File: config.mk
export PLATFORM = sky130hd
export DESIGN_NAME = uart_buffer_alert_flags
export DESIGN_NICKNAME = d
export VERILOG_FILES = /design/src/rtl/alert_flags_pkg.sv /design/src/rtl/apb_decode.sv /design/src/rtl/event_flag.sv /design/src/rtl/uart_buffer_alert_flags.sv
export SDC_FILE = /design/constraint.sdc
export NUM_CORES = 1
export LEC_CHECK = 0
export ABC_AREA = 1
export BUFFER_PORTS_ARGS = -buffer_cell sky130_fd_sc_hd__buf_4
export CORE_UTILIZATION = 40
export DETAILED_ROUTE_END_ITERATION = 10
export GPL_TIMING_DRIVEN = 0
export PLACE_DENSITY = 0.72
export SLEW_MARGIN = 20
export SYNTH_ARGS = -nofsm -noshare
export SYNTH_HDL_FRONTEND = slang
export SYNTH_SLANG_ARGS = --single-unit
File: constraint.sdc
create_clock -name pclk -period 1.2 [get_ports pclk]
set_clock_uncertainty 0.15 [all_clocks]
set_input_delay 0.12 -clock pclk [delete_from_list [all_inputs] [get_ports pclk]]
set_output_delay 0.12 -clock pclk [all_outputs]
set_load 0.05 [all_outputs]
File: src/rtl/alert_flags_pkg.sv
/*
 * shared constants for the uart buffer alert flag bank: register indices,
 * byte addresses, field positions and reset values.
 * assumes a 32-bit apb bus with one aligned word per register index.
 */
package alert_flags_pkg;

    localparam int ADDR_W = 12;

    // register indices; the byte address is four times the index
    localparam logic [7:0] RX_RD_IDX = 8'h11;
    localparam logic [7:0] RX_WR_IDX = 8'h10;
    localparam logic [7:0] TX_RD_IDX = 8'h13;
    localparam logic [7:0] TX_WR_IDX = 8'h12;
    localparam logic [7:0] CFG_IDX = 8'h16;

    localparam logic [ADDR_W-1:0] RX_RD_ADDR = {2'h0, RX_RD_IDX, 2'h0};
    localparam logic [ADDR_W-1:0] RX_WR_ADDR = {2'h0, RX_WR_IDX, 2'h0};
    localparam logic [ADDR_W-1:0] TX_RD_ADDR = {2'h0, TX_RD_IDX, 2'h0};
    localparam logic [ADDR_W-1:0] TX_WR_ADDR = {2'h0, TX_WR_IDX, 2'h0};
    localparam logic [ADDR_W-1:0] CFG_ADDR = {2'h0, CFG_IDX, 2'h0};

    // field positions shared by both alert registers, and the configuration bit
    localparam int BIT_ERR_HELD = 7;
    localparam int BIT_UNUSED = 6;
    localparam int BIT_ACTIVE = 5;
    localparam int BIT_QUIET = 4;
    localparam int BIT_OVERRUN = 3;
    localparam int BIT_NO_SPACE = 2;
    localparam int BIT_STOP_AVAIL = 1;
    localparam int BIT_EMPTY = 0;
    localparam int CFG_BIT_IGNORE = 0;

    // reset values and the read mask
    localparam logic [7:0] ALERT_RESET = 8'h00;
    localparam logic CFG_IGNORE_RESET = 1'b0;
    localparam logic [7:0] FLAG_MASK = 8'hBF;

endpackage

File: src/rtl/apb_decode.sv
/*
 * apb address decode for the alert flag bank: write strobes, read selects
 * and the error answer for unmapped or wrong-direction accesses.
 * assumes psel, penable, pwrite and paddr follow apb timing.
 */
`timescale 1ns/1ps
module apb_decode (
    input wire logic psel, // apb select
    input wire logic penable, // apb access phase
    input wire logic pwrite, // apb direction
    input wire logic [alert_flags_pkg::ADDR_W-1:0] paddr, // apb byte address
    output logic wr_rx, // write to receive alert register
    output logic wr_tx, // write to transmit alert register
    output logic wr_cfg, // write to configuration register
    output logic rd_rx, // address selects receive alert read
    output logic rd_tx, // address selects transmit alert read
    output logic rd_cfg, // address selects configuration read
    output logic pslverr // error on unmapped access
);
    logic access;
    logic hit;

    // direction-qualified address hits
    assign access = psel & penable;
    assign rd_rx = ~pwrite & (paddr == alert_flags_pkg::RX_RD_ADDR);
    assign rd_tx = ~pwrite & (paddr == alert_flags_pkg::TX_RD_ADDR);
    assign rd_cfg = ~pwrite & (paddr == alert_flags_pkg::CFG_ADDR);
    assign wr_rx = access & pwrite & (paddr == alert_flags_pkg::RX_WR_ADDR);
    assign wr_tx = access & pwrite & (paddr == alert_flags_pkg::TX_WR_ADDR);
    assign wr_cfg = access & pwrite & (paddr == alert_flags_pkg::CFG_ADDR);

    // anything not hit answers with an error and has no effect
    assign hit = rd_rx | rd_tx | rd_cfg | (pwrite & (paddr == alert_flags_pkg::RX_WR_ADDR))
        | (pwrite & (paddr == alert_flags_pkg::TX_WR_ADDR)) | (pwrite & (paddr == alert_flags_pkg::CFG_ADDR));
    assign pslverr = access & ~hit;
endmodule

File: src/rtl/event_flag.sv
/*
 * one event-driven alert flag: set on a rising condition or an event pulse,
 * cleared by software write of 0 or by an automatic clear; set wins.
 * assumes all inputs are synchronous to pclk.
 */
`timescale 1ns/1ps
module event_flag (
    input wire logic pclk, // bus clock
    input wire logic presetn, // async reset, active low
    input wire logic cond, // level condition, edge triggers a set
    input wire logic pulse, // event pulse that sets the flag
    input wire logic sw_clr, // software write of 0 to this bit
    input wire logic clr_ok, // software clear permitted now
    input wire logic auto_clr, // hardware clear request
    output logic flag // flag state
);
    logic cond_prev_ff;
    logic flag_ff;
    logic nxt_flag;

    // remember the condition to find its first cycle
    always_ff @(posedge pclk or negedge presetn)
    begin
        if (!presetn)
            cond_prev_ff <= 1'b0;
        else
            cond_prev_ff <= cond;
    end

    // a new event beats any clear in the same cycle
    assign nxt_flag = (cond & ~cond_prev_ff) | pulse | (flag_ff & ~(sw_clr & clr_ok) & ~auto_clr);

    always_ff @(posedge pclk or negedge presetn)
    begin
        if (!presetn)
            flag_ff <= 1'b0;
        else
            flag_ff <= nxt_flag;
    end

    assign flag = flag_ff;
endmodule

File: src/rtl/uart_buffer_alert_flags.sv
/*
 * alert flag bank reporting uart receive buffer and transmit queue state,
 * reached over apb; also gates the load queue when receive space is short.
 * assumes the uart and buffer logic drive the status inputs on pclk.
 */
// The APB register port is this design's own decision.
`timescale 1ns/1ps
// Operation
// [RQ1] receive alerts read 0x11, write 0x10
// [RQ2] bit 7 set on character error
// [RQ3] bit 5 set while receiving
// [RQ4] bit 4 set when not receiving
// [RQ5] bit 3 set when full buffer overwritten
// [RQ6] overrun clears only when buffer not full
// [RQ7] bit 2 set when buffer full
// [RQ8] bit 1 set when framed message ready
// [RQ9] stop flag self-clears on read-out or preamble
// [RQ10] no stop flag on empty buffer
// [RQ11] no stop flag for alert packets
// [RQ12] bit 0 set when nothing unread
// [RQ13] write 0 clears, write 1 keeps
// [RQ14] flags are events, clear despite condition
// [RQ15] transmit alerts read 0x13, write 0x12
// [RQ16] hold load queue when receive space short
// [RQ17] transmit overrun when queue cannot advance
// [RQ18] transmit full when load one behind
// [RQ19] transmit empty when load equals transmit
// [RQ20] bit 6 reads zero, writes ignored
// [RQ21] flags zero at reset, set at onset
module uart_buffer_alert_flags #(
    parameter int PTR_W = 8, // receive buffer pointer width
    parameter int Q_W = 2, // transmit queue index width
    parameter int LEN_W = 8 // message length width
) (
    input wire logic pclk, // bus clock
    input wire logic presetn, // async reset, active low
    input wire logic psel, // apb select
    input wire logic penable, // apb access phase
    input wire logic pwrite, // apb direction
    input wire logic [alert_flags_pkg::ADDR_W-1:0] paddr, // apb byte address
    input wire logic [31:0] pwdata, // apb write data
    output logic [31:0] prdata, // apb read data
    output logic pready, // apb ready
    output logic pslverr, // apb error
    input wire logic rx_char_error, // byte at read pointer had a bad char
    input wire logic rx_busy, // uart is receiving
    input wire logic rx_overwrite, // pulse: full buffer byte overwritten
    input wire logic rx_stop_char, // pulse: framed stop character seen
    input wire logic automated_alert_packet, // current message is an alert packet
    input wire logic rx_preamble, // pulse: new preamble detected
    input wire logic rx_messages_waiting, // unread messages remain
    input wire logic [PTR_W-1:0] rx_read_pointer, // receive read pointer
    input wire logic [PTR_W-1:0] rx_write_pointer, // receive write pointer
    input wire logic tx_busy, // uart is transmitting
    input wire logic tx_advance_blocked, // pulse: load queue could not advance
    input wire logic [Q_W-1:0] load_queue_index, // queue being loaded
    input wire logic [Q_W-1:0] tx_queue_index, // queue being transmitted
    input wire logic [LEN_W-1:0] tx_message_length, // bytes in load queue message
    output logic tx_hold_load // withhold the load queue
);
    logic [7:0] rx_cond;
    logic [7:0] rx_pulse;
    logic [7:0] rx_clr_ok;
    logic [7:0] rx_auto;
    logic [7:0] rx_flags;
    logic [7:0] tx_cond;
    logic [7:0] tx_pulse;
    logic [7:0] tx_flags;
    logic wr_rx;
    logic wr_tx;
    logic wr_cfg;
    logic rd_rx;
    logic rd_tx;
    logic rd_cfg;
    logic ignore_rx_space_check_ff;
    logic tx_hold_load_ff;
    logic [31:0] prdata_ff;
    logic [31:0] nxt_prdata;
    logic rx_empty;
    logic rx_full;
    logic rx_space_short;
    logic tx_full;
    logic tx_empty;
    logic stop_set;
    logic held_cond;

    // distance from b forward to a around a pointer ring
    function automatic logic [PTR_W-1:0] ring_gap(input logic [PTR_W-1:0] a, input logic [PTR_W-1:0] b);
        return a - b;
    endfunction

    // apb address decode and error answer
    apb_decode u_decode (
        .psel(psel),
        .penable(penable),
        .pwrite(pwrite),
        .paddr(paddr),
        .wr_rx(wr_rx),
        .wr_tx(wr_tx),
        .wr_cfg(wr_cfg),
        .rd_rx(rd_rx),
        .rd_tx(rd_tx),
        .rd_cfg(rd_cfg),
        .pslverr(pslverr)
    );

    // every access completes in its first access cycle
    assign pready = 1'b1;

    // receive buffer occupancy from the pointers
    assign rx_empty = ring_gap(rx_write_pointer, rx_read_pointer) == PTR_W'(1); // RQ12
    assign rx_full = ring_gap(rx_write_pointer, rx_read_pointer) == PTR_W'(0); // RQ7
    assign rx_space_short = {{LEN_W{1'b0}}, ring_gap(rx_read_pointer, rx_write_pointer)}
        < {{PTR_W{1'b0}}, tx_message_length};

    // transmit queue occupancy from the queue indices
    assign tx_full = load_queue_index == Q_W'(tx_queue_index - 1'b1); // RQ18
    assign tx_empty = load_queue_index == tx_queue_index; // RQ19

    // stop flag only for real messages landing in a non-empty buffer
    assign stop_set = rx_stop_char & ~automated_alert_packet & ~rx_empty; // RQ8 RQ10 RQ11

    // receive set conditions per bit
    always_comb
    begin
        rx_cond = 8'h00;
        rx_pulse = 8'h00;
        rx_cond[alert_flags_pkg::BIT_ERR_HELD] = rx_char_error; // RQ2
        rx_cond[alert_flags_pkg::BIT_ACTIVE] = rx_busy; // RQ3
        rx_cond[alert_flags_pkg::BIT_QUIET] = ~rx_busy; // RQ4
        rx_pulse[alert_flags_pkg::BIT_OVERRUN] = rx_overwrite; // RQ5
        rx_cond[alert_flags_pkg::BIT_NO_SPACE] = rx_full; // RQ7
        rx_pulse[alert_flags_pkg::BIT_STOP_AVAIL] = stop_set; // RQ8
        rx_cond[alert_flags_pkg::BIT_EMPTY] = rx_empty; // RQ12
    end

    // receive clear qualifiers and automatic clears
    always_comb
    begin
        rx_clr_ok = 8'hFF;
        rx_auto = 8'h00;
        rx_clr_ok[alert_flags_pkg::BIT_OVERRUN] = ~rx_full; // RQ6
        rx_auto[alert_flags_pkg::BIT_STOP_AVAIL] = rx_preamble | ~rx_messages_waiting; // RQ9
    end

    // withholding applies only with space checking on and a message loaded
    assign held_cond = rx_space_short & ~ignore_rx_space_check_ff & ~tx_empty; // RQ16

    // transmit set conditions per bit
    always_comb
    begin
        tx_cond = 8'h00;
        tx_pulse = 8'h00;
        tx_cond[alert_flags_pkg::BIT_ERR_HELD] = held_cond; // RQ16
        tx_cond[alert_flags_pkg::BIT_ACTIVE] = tx_busy;
        tx_cond[alert_flags_pkg::BIT_QUIET] = ~tx_busy;
        tx_pulse[alert_flags_pkg::BIT_OVERRUN] = tx_advance_blocked; // RQ17
        tx_cond[alert_flags_pkg::BIT_NO_SPACE] = tx_full; // RQ18
        tx_cond[alert_flags_pkg::BIT_STOP_AVAIL] = ~tx_full;
        tx_cond[alert_flags_pkg::BIT_EMPTY] = tx_empty; // RQ19
    end

    // one event flag per used bit; bit 6 has none
    for (genvar i = 0; i < 8; i++)
    begin : g_flags
        if (i == alert_flags_pkg::BIT_UNUSED)
        begin : g_unused
            assign rx_flags[i] = 1'b0; // RQ20
            assign tx_flags[i] = 1'b0; // RQ20
        end
        else
        begin : g_used
            event_flag u_rx (
                .pclk(pclk),
                .presetn(presetn),
                .cond(rx_cond[i]),
                .pulse(rx_pulse[i]),
                .sw_clr(wr_rx & ~pwdata[i]), // RQ1 RQ13 RQ14
                .clr_ok(rx_clr_ok[i]),
                .auto_clr(rx_auto[i]),
                .flag(rx_flags[i]) // RQ21
            );
            event_flag u_tx (
                .pclk(pclk),
                .presetn(presetn),
                .cond(tx_cond[i]),
                .pulse(tx_pulse[i]),
                .sw_clr(wr_tx & ~pwdata[i]), // RQ15 RQ13 RQ14
                .clr_ok(1'b1),
                .auto_clr(1'b0),
                .flag(tx_flags[i]) // RQ21
            );
        end
    end

    // configuration: space check override
    always_ff @(posedge pclk or negedge presetn)
    begin
        if (!presetn)
            ignore_rx_space_check_ff <= alert_flags_pkg::CFG_IGNORE_RESET;
        else if (wr_cfg)
            ignore_rx_space_check_ff <= pwdata[alert_flags_pkg::CFG_BIT_IGNORE];
    end

    // load queue hold toward the transmit buffer
    always_ff @(posedge pclk or negedge presetn)
    begin
        if (!presetn)
            tx_hold_load_ff <= 1'b0;
        else
            tx_hold_load_ff <= held_cond; // RQ16
    end

    assign tx_hold_load = tx_hold_load_ff;

    // read data captured in the setup cycle
    always_comb
    begin
        nxt_prdata = prdata_ff;
        if (psel && !penable)
        begin
            nxt_prdata = 32'h0000_0000;
            if (rd_rx)
                nxt_prdata[7:0] = rx_flags & alert_flags_pkg::FLAG_MASK; // RQ1 RQ20
            else if (rd_tx)
                nxt_prdata[7:0] = tx_flags & alert_flags_pkg::FLAG_MASK; // RQ15 RQ20
            else if (rd_cfg)
                nxt_prdata[alert_flags_pkg::CFG_BIT_IGNORE] = ignore_rx_space_check_ff;
        end
    end

    always_ff @(posedge pclk or negedge presetn)
    begin
        if (!presetn)
            prdata_ff <= 32'h0000_0000;
        else
            prdata_ff <= nxt_prdata;
    end

    assign prdata = prdata_ff;

    // receive read returns the flags seen at the setup edge
    a_rx_read_data: assert property (@(posedge pclk) disable iff (!presetn) // RQ1
        psel && penable && !pwrite && paddr == alert_flags_pkg::RX_RD_ADDR
        |-> prdata[7:0] == ($past(rx_flags) & alert_flags_pkg::FLAG_MASK))
        else $error("receive alert read data wrong");

    // transmit read returns the flags seen at the setup edge
    a_tx_read_data: assert property (@(posedge pclk) disable iff (!presetn) // RQ15
        psel && penable && !pwrite && paddr == alert_flags_pkg::TX_RD_ADDR
        |-> prdata[7:0] == $past(tx_flags) && prdata[31:8] == 24'h000000)
        else $error("transmit alert read data wrong");

    // unused bit never reads as one
    a_unused_bit_zero: assert property (@(posedge pclk) disable iff (!presetn) // RQ20
        psel && penable && !pwrite && (paddr == alert_flags_pkg::RX_RD_ADDR || paddr == alert_flags_pkg::TX_RD_ADDR)
        |-> !prdata[6])
        else $error("unused bit read as one");

    // receive activity onset raises the busy flag next cycle
    a_rx_busy_onset: assert property (@(posedge pclk) disable iff (!presetn) // RQ3
        $rose(rx_busy) |=> rx_flags[alert_flags_pkg::BIT_ACTIVE])
        else $error("receive busy flag not set");

    // end of reception raises the idle flag next cycle
    a_rx_idle_onset: assert property (@(posedge pclk) disable iff (!presetn) // RQ4
        $fell(rx_busy) |=> rx_flags[alert_flags_pkg::BIT_QUIET])
        else $error("receive idle flag not set");

    // an overwrite event raises the overrun flag
    a_rx_overrun_set: assert property (@(posedge pclk) disable iff (!presetn) // RQ5
        rx_overwrite |=> rx_flags[alert_flags_pkg::BIT_OVERRUN])
        else $error("receive overrun flag not set");

    // writing 0 clears busy even while receiving continues
    a_wr_zero_clears: assert property (@(posedge pclk) disable iff (!presetn) // RQ14
        wr_rx && !pwdata[alert_flags_pkg::BIT_ACTIVE] && !$rose(rx_busy)
        |=> !rx_flags[alert_flags_pkg::BIT_ACTIVE]
        ##1 (!rx_flags[alert_flags_pkg::BIT_ACTIVE] || ($past(rx_busy) && !$past(rx_busy, 2))))
        else $error("write of zero did not clear busy");

    // writing 1 leaves a set flag alone
    a_wr_one_keeps: assert property (@(posedge pclk) disable iff (!presetn) // RQ13
        wr_rx && pwdata[alert_flags_pkg::BIT_ERR_HELD] && rx_flags[alert_flags_pkg::BIT_ERR_HELD]
        |=> rx_flags[alert_flags_pkg::BIT_ERR_HELD])
        else $error("write of one changed a flag");

    // overrun survives a clear while the buffer is full
    a_ovr_clear_block: assert property (@(posedge pclk) disable iff (!presetn) // RQ6
        wr_rx && !pwdata[alert_flags_pkg::BIT_OVERRUN] && rx_full && rx_flags[alert_flags_pkg::BIT_OVERRUN]
        |=> rx_flags[alert_flags_pkg::BIT_OVERRUN])
        else $error("overrun cleared while full");

    // stop on an empty buffer or from an alert packet sets nothing
    a_stop_no_set: assert property (@(posedge pclk) disable iff (!presetn) // RQ10 RQ11
        rx_stop_char && (rx_empty || automated_alert_packet) && !rx_flags[alert_flags_pkg::BIT_STOP_AVAIL]
        |=> !rx_flags[alert_flags_pkg::BIT_STOP_AVAIL])
        else $error("stop flag set wrongly");

    // preamble without a new stop clears the stop flag
    a_stop_auto_clr: assert property (@(posedge pclk) disable iff (!presetn) // RQ9
        rx_preamble && !stop_set |=> !rx_flags[alert_flags_pkg::BIT_STOP_AVAIL])
        else $error("stop flag not cleared by preamble");

    // override keeps the load queue flowing and held flag quiet
    a_hold_override: assert property (@(posedge pclk) disable iff (!presetn) // RQ16
        ignore_rx_space_check_ff && !tx_flags[alert_flags_pkg::BIT_ERR_HELD]
        |=> !tx_flags[alert_flags_pkg::BIT_ERR_HELD] ##0 (!tx_hold_load || !$past(ignore_rx_space_check_ff)))
        else $error("load queue held despite override");

    // transmit full and empty flags follow queue index onset
    a_tx_full_onset: assert property (@(posedge pclk) disable iff (!presetn) // RQ18
        $rose(tx_full) |=> tx_flags[alert_flags_pkg::BIT_NO_SPACE])
        else $error("transmit full flag not set");

    a_tx_empty_onset: assert property (@(posedge pclk) disable iff (!presetn) // RQ19
        $rose(tx_empty) |=> tx_flags[alert_flags_pkg::BIT_EMPTY])
        else $error("transmit empty flag not set");
endmodule

==> metrics.md <==
| Metric | Value |
|---|---|
| Critical path peak fanout | `2` |
| Root buf cell | `clkbuf_8` |
| Share of the synthesized area in the top cell type | `0.3267` |
| TritonCTS clock tree | `done` |
| Worst r2r src | `ignore_rx_space_check_ff` |
| Pwr Density | `between 800 and 900 mW/mm²` |
| Worst setup SP type | `input pin` |
| Outcome | `complete, but fails checks` |
| Setup TNS Final | `-5.312 ns` |
| Clock slew at reported path FFs | `roughly 0.06 ns` |
| Starting Density | `0.4219` |
| H-Tree Depth | `2` |
| Largest net degree at the start of global routing | `34` |
| Clk sinks | `33` |
| R2r endpoint | `g_flags[7].g_used.u_tx.flag` |
| HP Class | `input pin to flop` |
| Cells after Synth | `328` |
| Routed WL | `about 6.2 mm` |
| Layout cell share with drive strength beyond 1 | `0.4121` |
| Starting DRT DRC Count | `82` |
| Total gr overflow | `0` |
| Chip width | `81.49 µm` |
| Final min period | `between 2 and 2.5 ns` |
| Hold depth | `3` |
| Leak | `around 2.1 nW` |
| I/O pin count | `between 100 and 150` |
| Total placed cells including tap cells | `496` |
| Gr usage total | `0.1959` |
| MaxCap Viol Count | `0` |
| Die Ht | `81.49 µm` |
| Area grow syn2layout | `57.08%` |
| Mapped cell area | `0.002527 mm²` |
| Main area contributors after synthesis | `dfrtp_1 33%, ha_1 10%, inv_1 9.1%, buf_4 8.3%, nand2_1 7.6%` |
| Final setup viols | `15` |
| Final Hold Vio Count | `0` |
| Cell taking the most area after synthesis | `dfrtp_1` |
| Nets | `570` |
| Clock Latency Late Sink | `about 0.28 ns` |
| # diodes | `0` |
| CP Capture Type | `flop` |
| HP Start | `load_queue_index[0]` |
| Required @ worst endpoint | `~1.3 ns` |
| Global placement routability congestion | `approximately 0.79` |
| Vias in the first global route | `approximately 2.4k` |
| Max Slew Vio Count | `0` |
| Setup slack, reg-to-reg | `roughly 0.030 ns` |
| HPWL Detailed | `~4.5 mm` |
| Final core utilization | `0.6627` |
| Fmax | `~0.48 GHz` |
| Number of synthesized register bits | `33` |
| Count of cell types in the netlist | `33` |
| Via density | `approximately 4.6` |
| Routed len/inst | `between 10 and 15 µm` |
| RSZ-0062 raised after global routing | `yes` |
| Clock buffer depth | `2` |
| Pre-antenna DRT Iters | `4` |
| Syn avg cell area | `between 7 and 8 µm²` |
| First-pass GRT wire length | `approximately 10 mm` |
| Power Total | `3.568 mW` |
| TritonCTS buffer count | `5` |
| DR vias | `2454` |
| Violated checks | `negative setup slack` |
| Row count | `28` |
| R2R depth | `3` |
| VDD IR max | `between 0.0009 and 0.001 V` |
| Initial antenna violation count | `0` |
| Final Instance Count excl. Fillers | `about 540` |
| Final setup margin | `-0.8790 ns` |
| Crit path DAT | `approximately 2.1 ns` |
| Period utilization | `1.732` |
| Core area | `between 0.005 and 0.006 mm²` |
| Crit Path Class | `input pin to flop` |
| Detailed-route DRC error count | `0` |
| Die area | `around 0.0066 mm²` |
| Yosys warns | `0` |
| Final ANT Viol Nets | `0` |
| Register area share after synthesis | `0.3267` |
| Min-Delay Endpoint | `g_flags[1].g_used.u_tx.cond_prev_ff` |
| PortBufs | `a little under 70` |
-- layout by cell type (no fill, tap or decap), types with 2 or more instances in the layout --
master / count
nand3_1: 16
nor3_4: 2
inv_1: 55
nor2_1: 13
buf_6: 11
nand4_1: 3
nand3_4: 2
dfrtp_1: 33
o21ai_1: 19
xor2_1: 10
inv_12: 2
o21bai_1: 3
clkbuf_8: 6
fa_2: 2
nand2_1: 43
nor2_2: 2
buf_12: 2
inv_2: 6
a21oi_1: 8
o211ai_1: 3
ha_4: 2
ha_1: 18
a21oi_2: 4
nor4_2: 2
dlygate4sd3_1: 16
conb_1: 26
nand2_2: 7
nand3_2: 11
nor2_4: 6
nand4_4: 2
buf_4: 102
o21ai_2: 10
-- flip-flops by register name (all words and copies together), names as in the netlist --
name                              count
g_flags.g_used.u_rx.flag              7
g_flags.g_used.u_tx.flag              7
prdata                                7
g_flags.g_used.u_tx.cond_prev_ff      6
g_flags.g_used.u_rx.cond_prev_ff      5
ignore_rx_space_check_ff              1
-- repair_timing --
item,4_1_cts,5_1_grt
hold endpoints to repair,53,0
cloned,1,0
endpoints found under the setup margin,26,24
pin swaps,19,17
buffers inserted,19,2
resized for setup,37,22
hold buffers,16,0
-- Yosys cell counts --
master	n
nand4_2	2
mux2_1	1
xnor2_1	1
buf_4	28
a21oi_2	2
nor3_4	1
o211ai_1	3
nand3_2	1
a21oi_1	10
nand3_1	28
a41oi_2	1
and3_1	1
inv_2	4
buf_6	1
fa_1	2
nand4_1	3
dfrtp_1	33
o21ai_0	3
nor3_2	1
or2_2	1
nand2_1	51
nor4_1	2
conb_1	2
inv_1	61
o31ai_1	1
o21bai_1	3
o21ai_1	27
buf_2	1
nor2_1	19
ha_1	21
nor2_2	2
or2_1	1
xor2_1	10
-- power breakdown --
group          total (mW)  switching (mW)  internal [mW]
Combinational        1.48           0.880          0.602
Sequential           1.25          0.0454           1.20
Clock               0.838           0.383          0.455
Total                3.57            1.31           2.26
-- how the worst max path moves through the flow --
stage | from | end | slack [ns] | cells past startpoint
finish | rx_read_pointer[0] | g_flags[7].g_used.u_tx.flag | -0.88 | 17
global route | rx_read_pointer[0] | g_flags[7].g_used.u_tx.flag | -1.04 | 17
floorplan | rx_read_pointer[0] | g_flags[7].g_used.u_tx.flag | -0.89 | 16
global placement | rx_read_pointer[0] | g_flags[7].g_used.u_tx.flag | -1.25 | 17
detailed placement | rx_read_pointer[0] | g_flags[7].g_used.u_tx.flag | -1.25 | 17
CTS | rx_read_pointer[0] | g_flags[7].g_used.u_tx.flag | -0.87 | 17
-- per-stage QoR --
stage	cell area, µm²	hold WS [ns]	worst slack [ns]
2_1_floorplan	2765	-0.3256	-0.8903
3_3_place_gp	3377	-0.07081	-1.251
3_5_place_dp	3377	-0.07044	-1.250
4_1_cts	3934	0.01085	-0.8664
5_1_grt	3970	0.03535	-1.040
6_report	3970	0.01902	-0.8790
-- cell families (layout without fill, tap and decap cells) --
group                    after synthesis  count (layout)  synth area share
flip-flops                            33              33            0.3267
AND/OR/NAND/NOR                      113             113            0.2084
multiplexers                           1               1          0.004455
AO/OA/AOI/OAI                         50              50            0.1134
buffers and inverters                 95             204            0.1861
adder cells (fa/ha/maj)               23              23            0.1198
other                                  2              26          0.002971
XOR/XNOR                              11              11           0.03812
-- cell type report --
type / instances / area [µm²]
fill: 493 / 2021
tap: 75 / 93.84
inverter: 65 / 276.5
sequential: 33 / 825.8
buffer: 29 / 219.0
clock buffer: 7 / 86.33
timing repair buffer: 103 / 875.8
multi-input combinational: 224 / 1593
-- metal layers --
metal	up-vias	GRT usage	part of all wire
li1	1251	-	-
met1	1120	0.2163	0.41
met2	73	0.3708	0.54
met3	10	0.02778	0.041
met4	0	0.08036	0.016
met5	-	0	0
-- critical path, stage by stage --
cell      delay (ns)
buf_12          0.11
inv_12          0.04
ha_4            0.13
inv_2           0.03
fa_2            0.35
a21oi_2         0.15
o21bai_1        0.09
a21oi_1         0.14
o21bai_1        0.10
xor2_1          0.13
inv_1           0.06
ha_2            0.16
nand2_1         0.05
inv_1           0.04
nor4_2          0.24
nand2_2         0.10
o21ai_1         0.11
No activity file was read; power rests on OpenSTA's default activity.
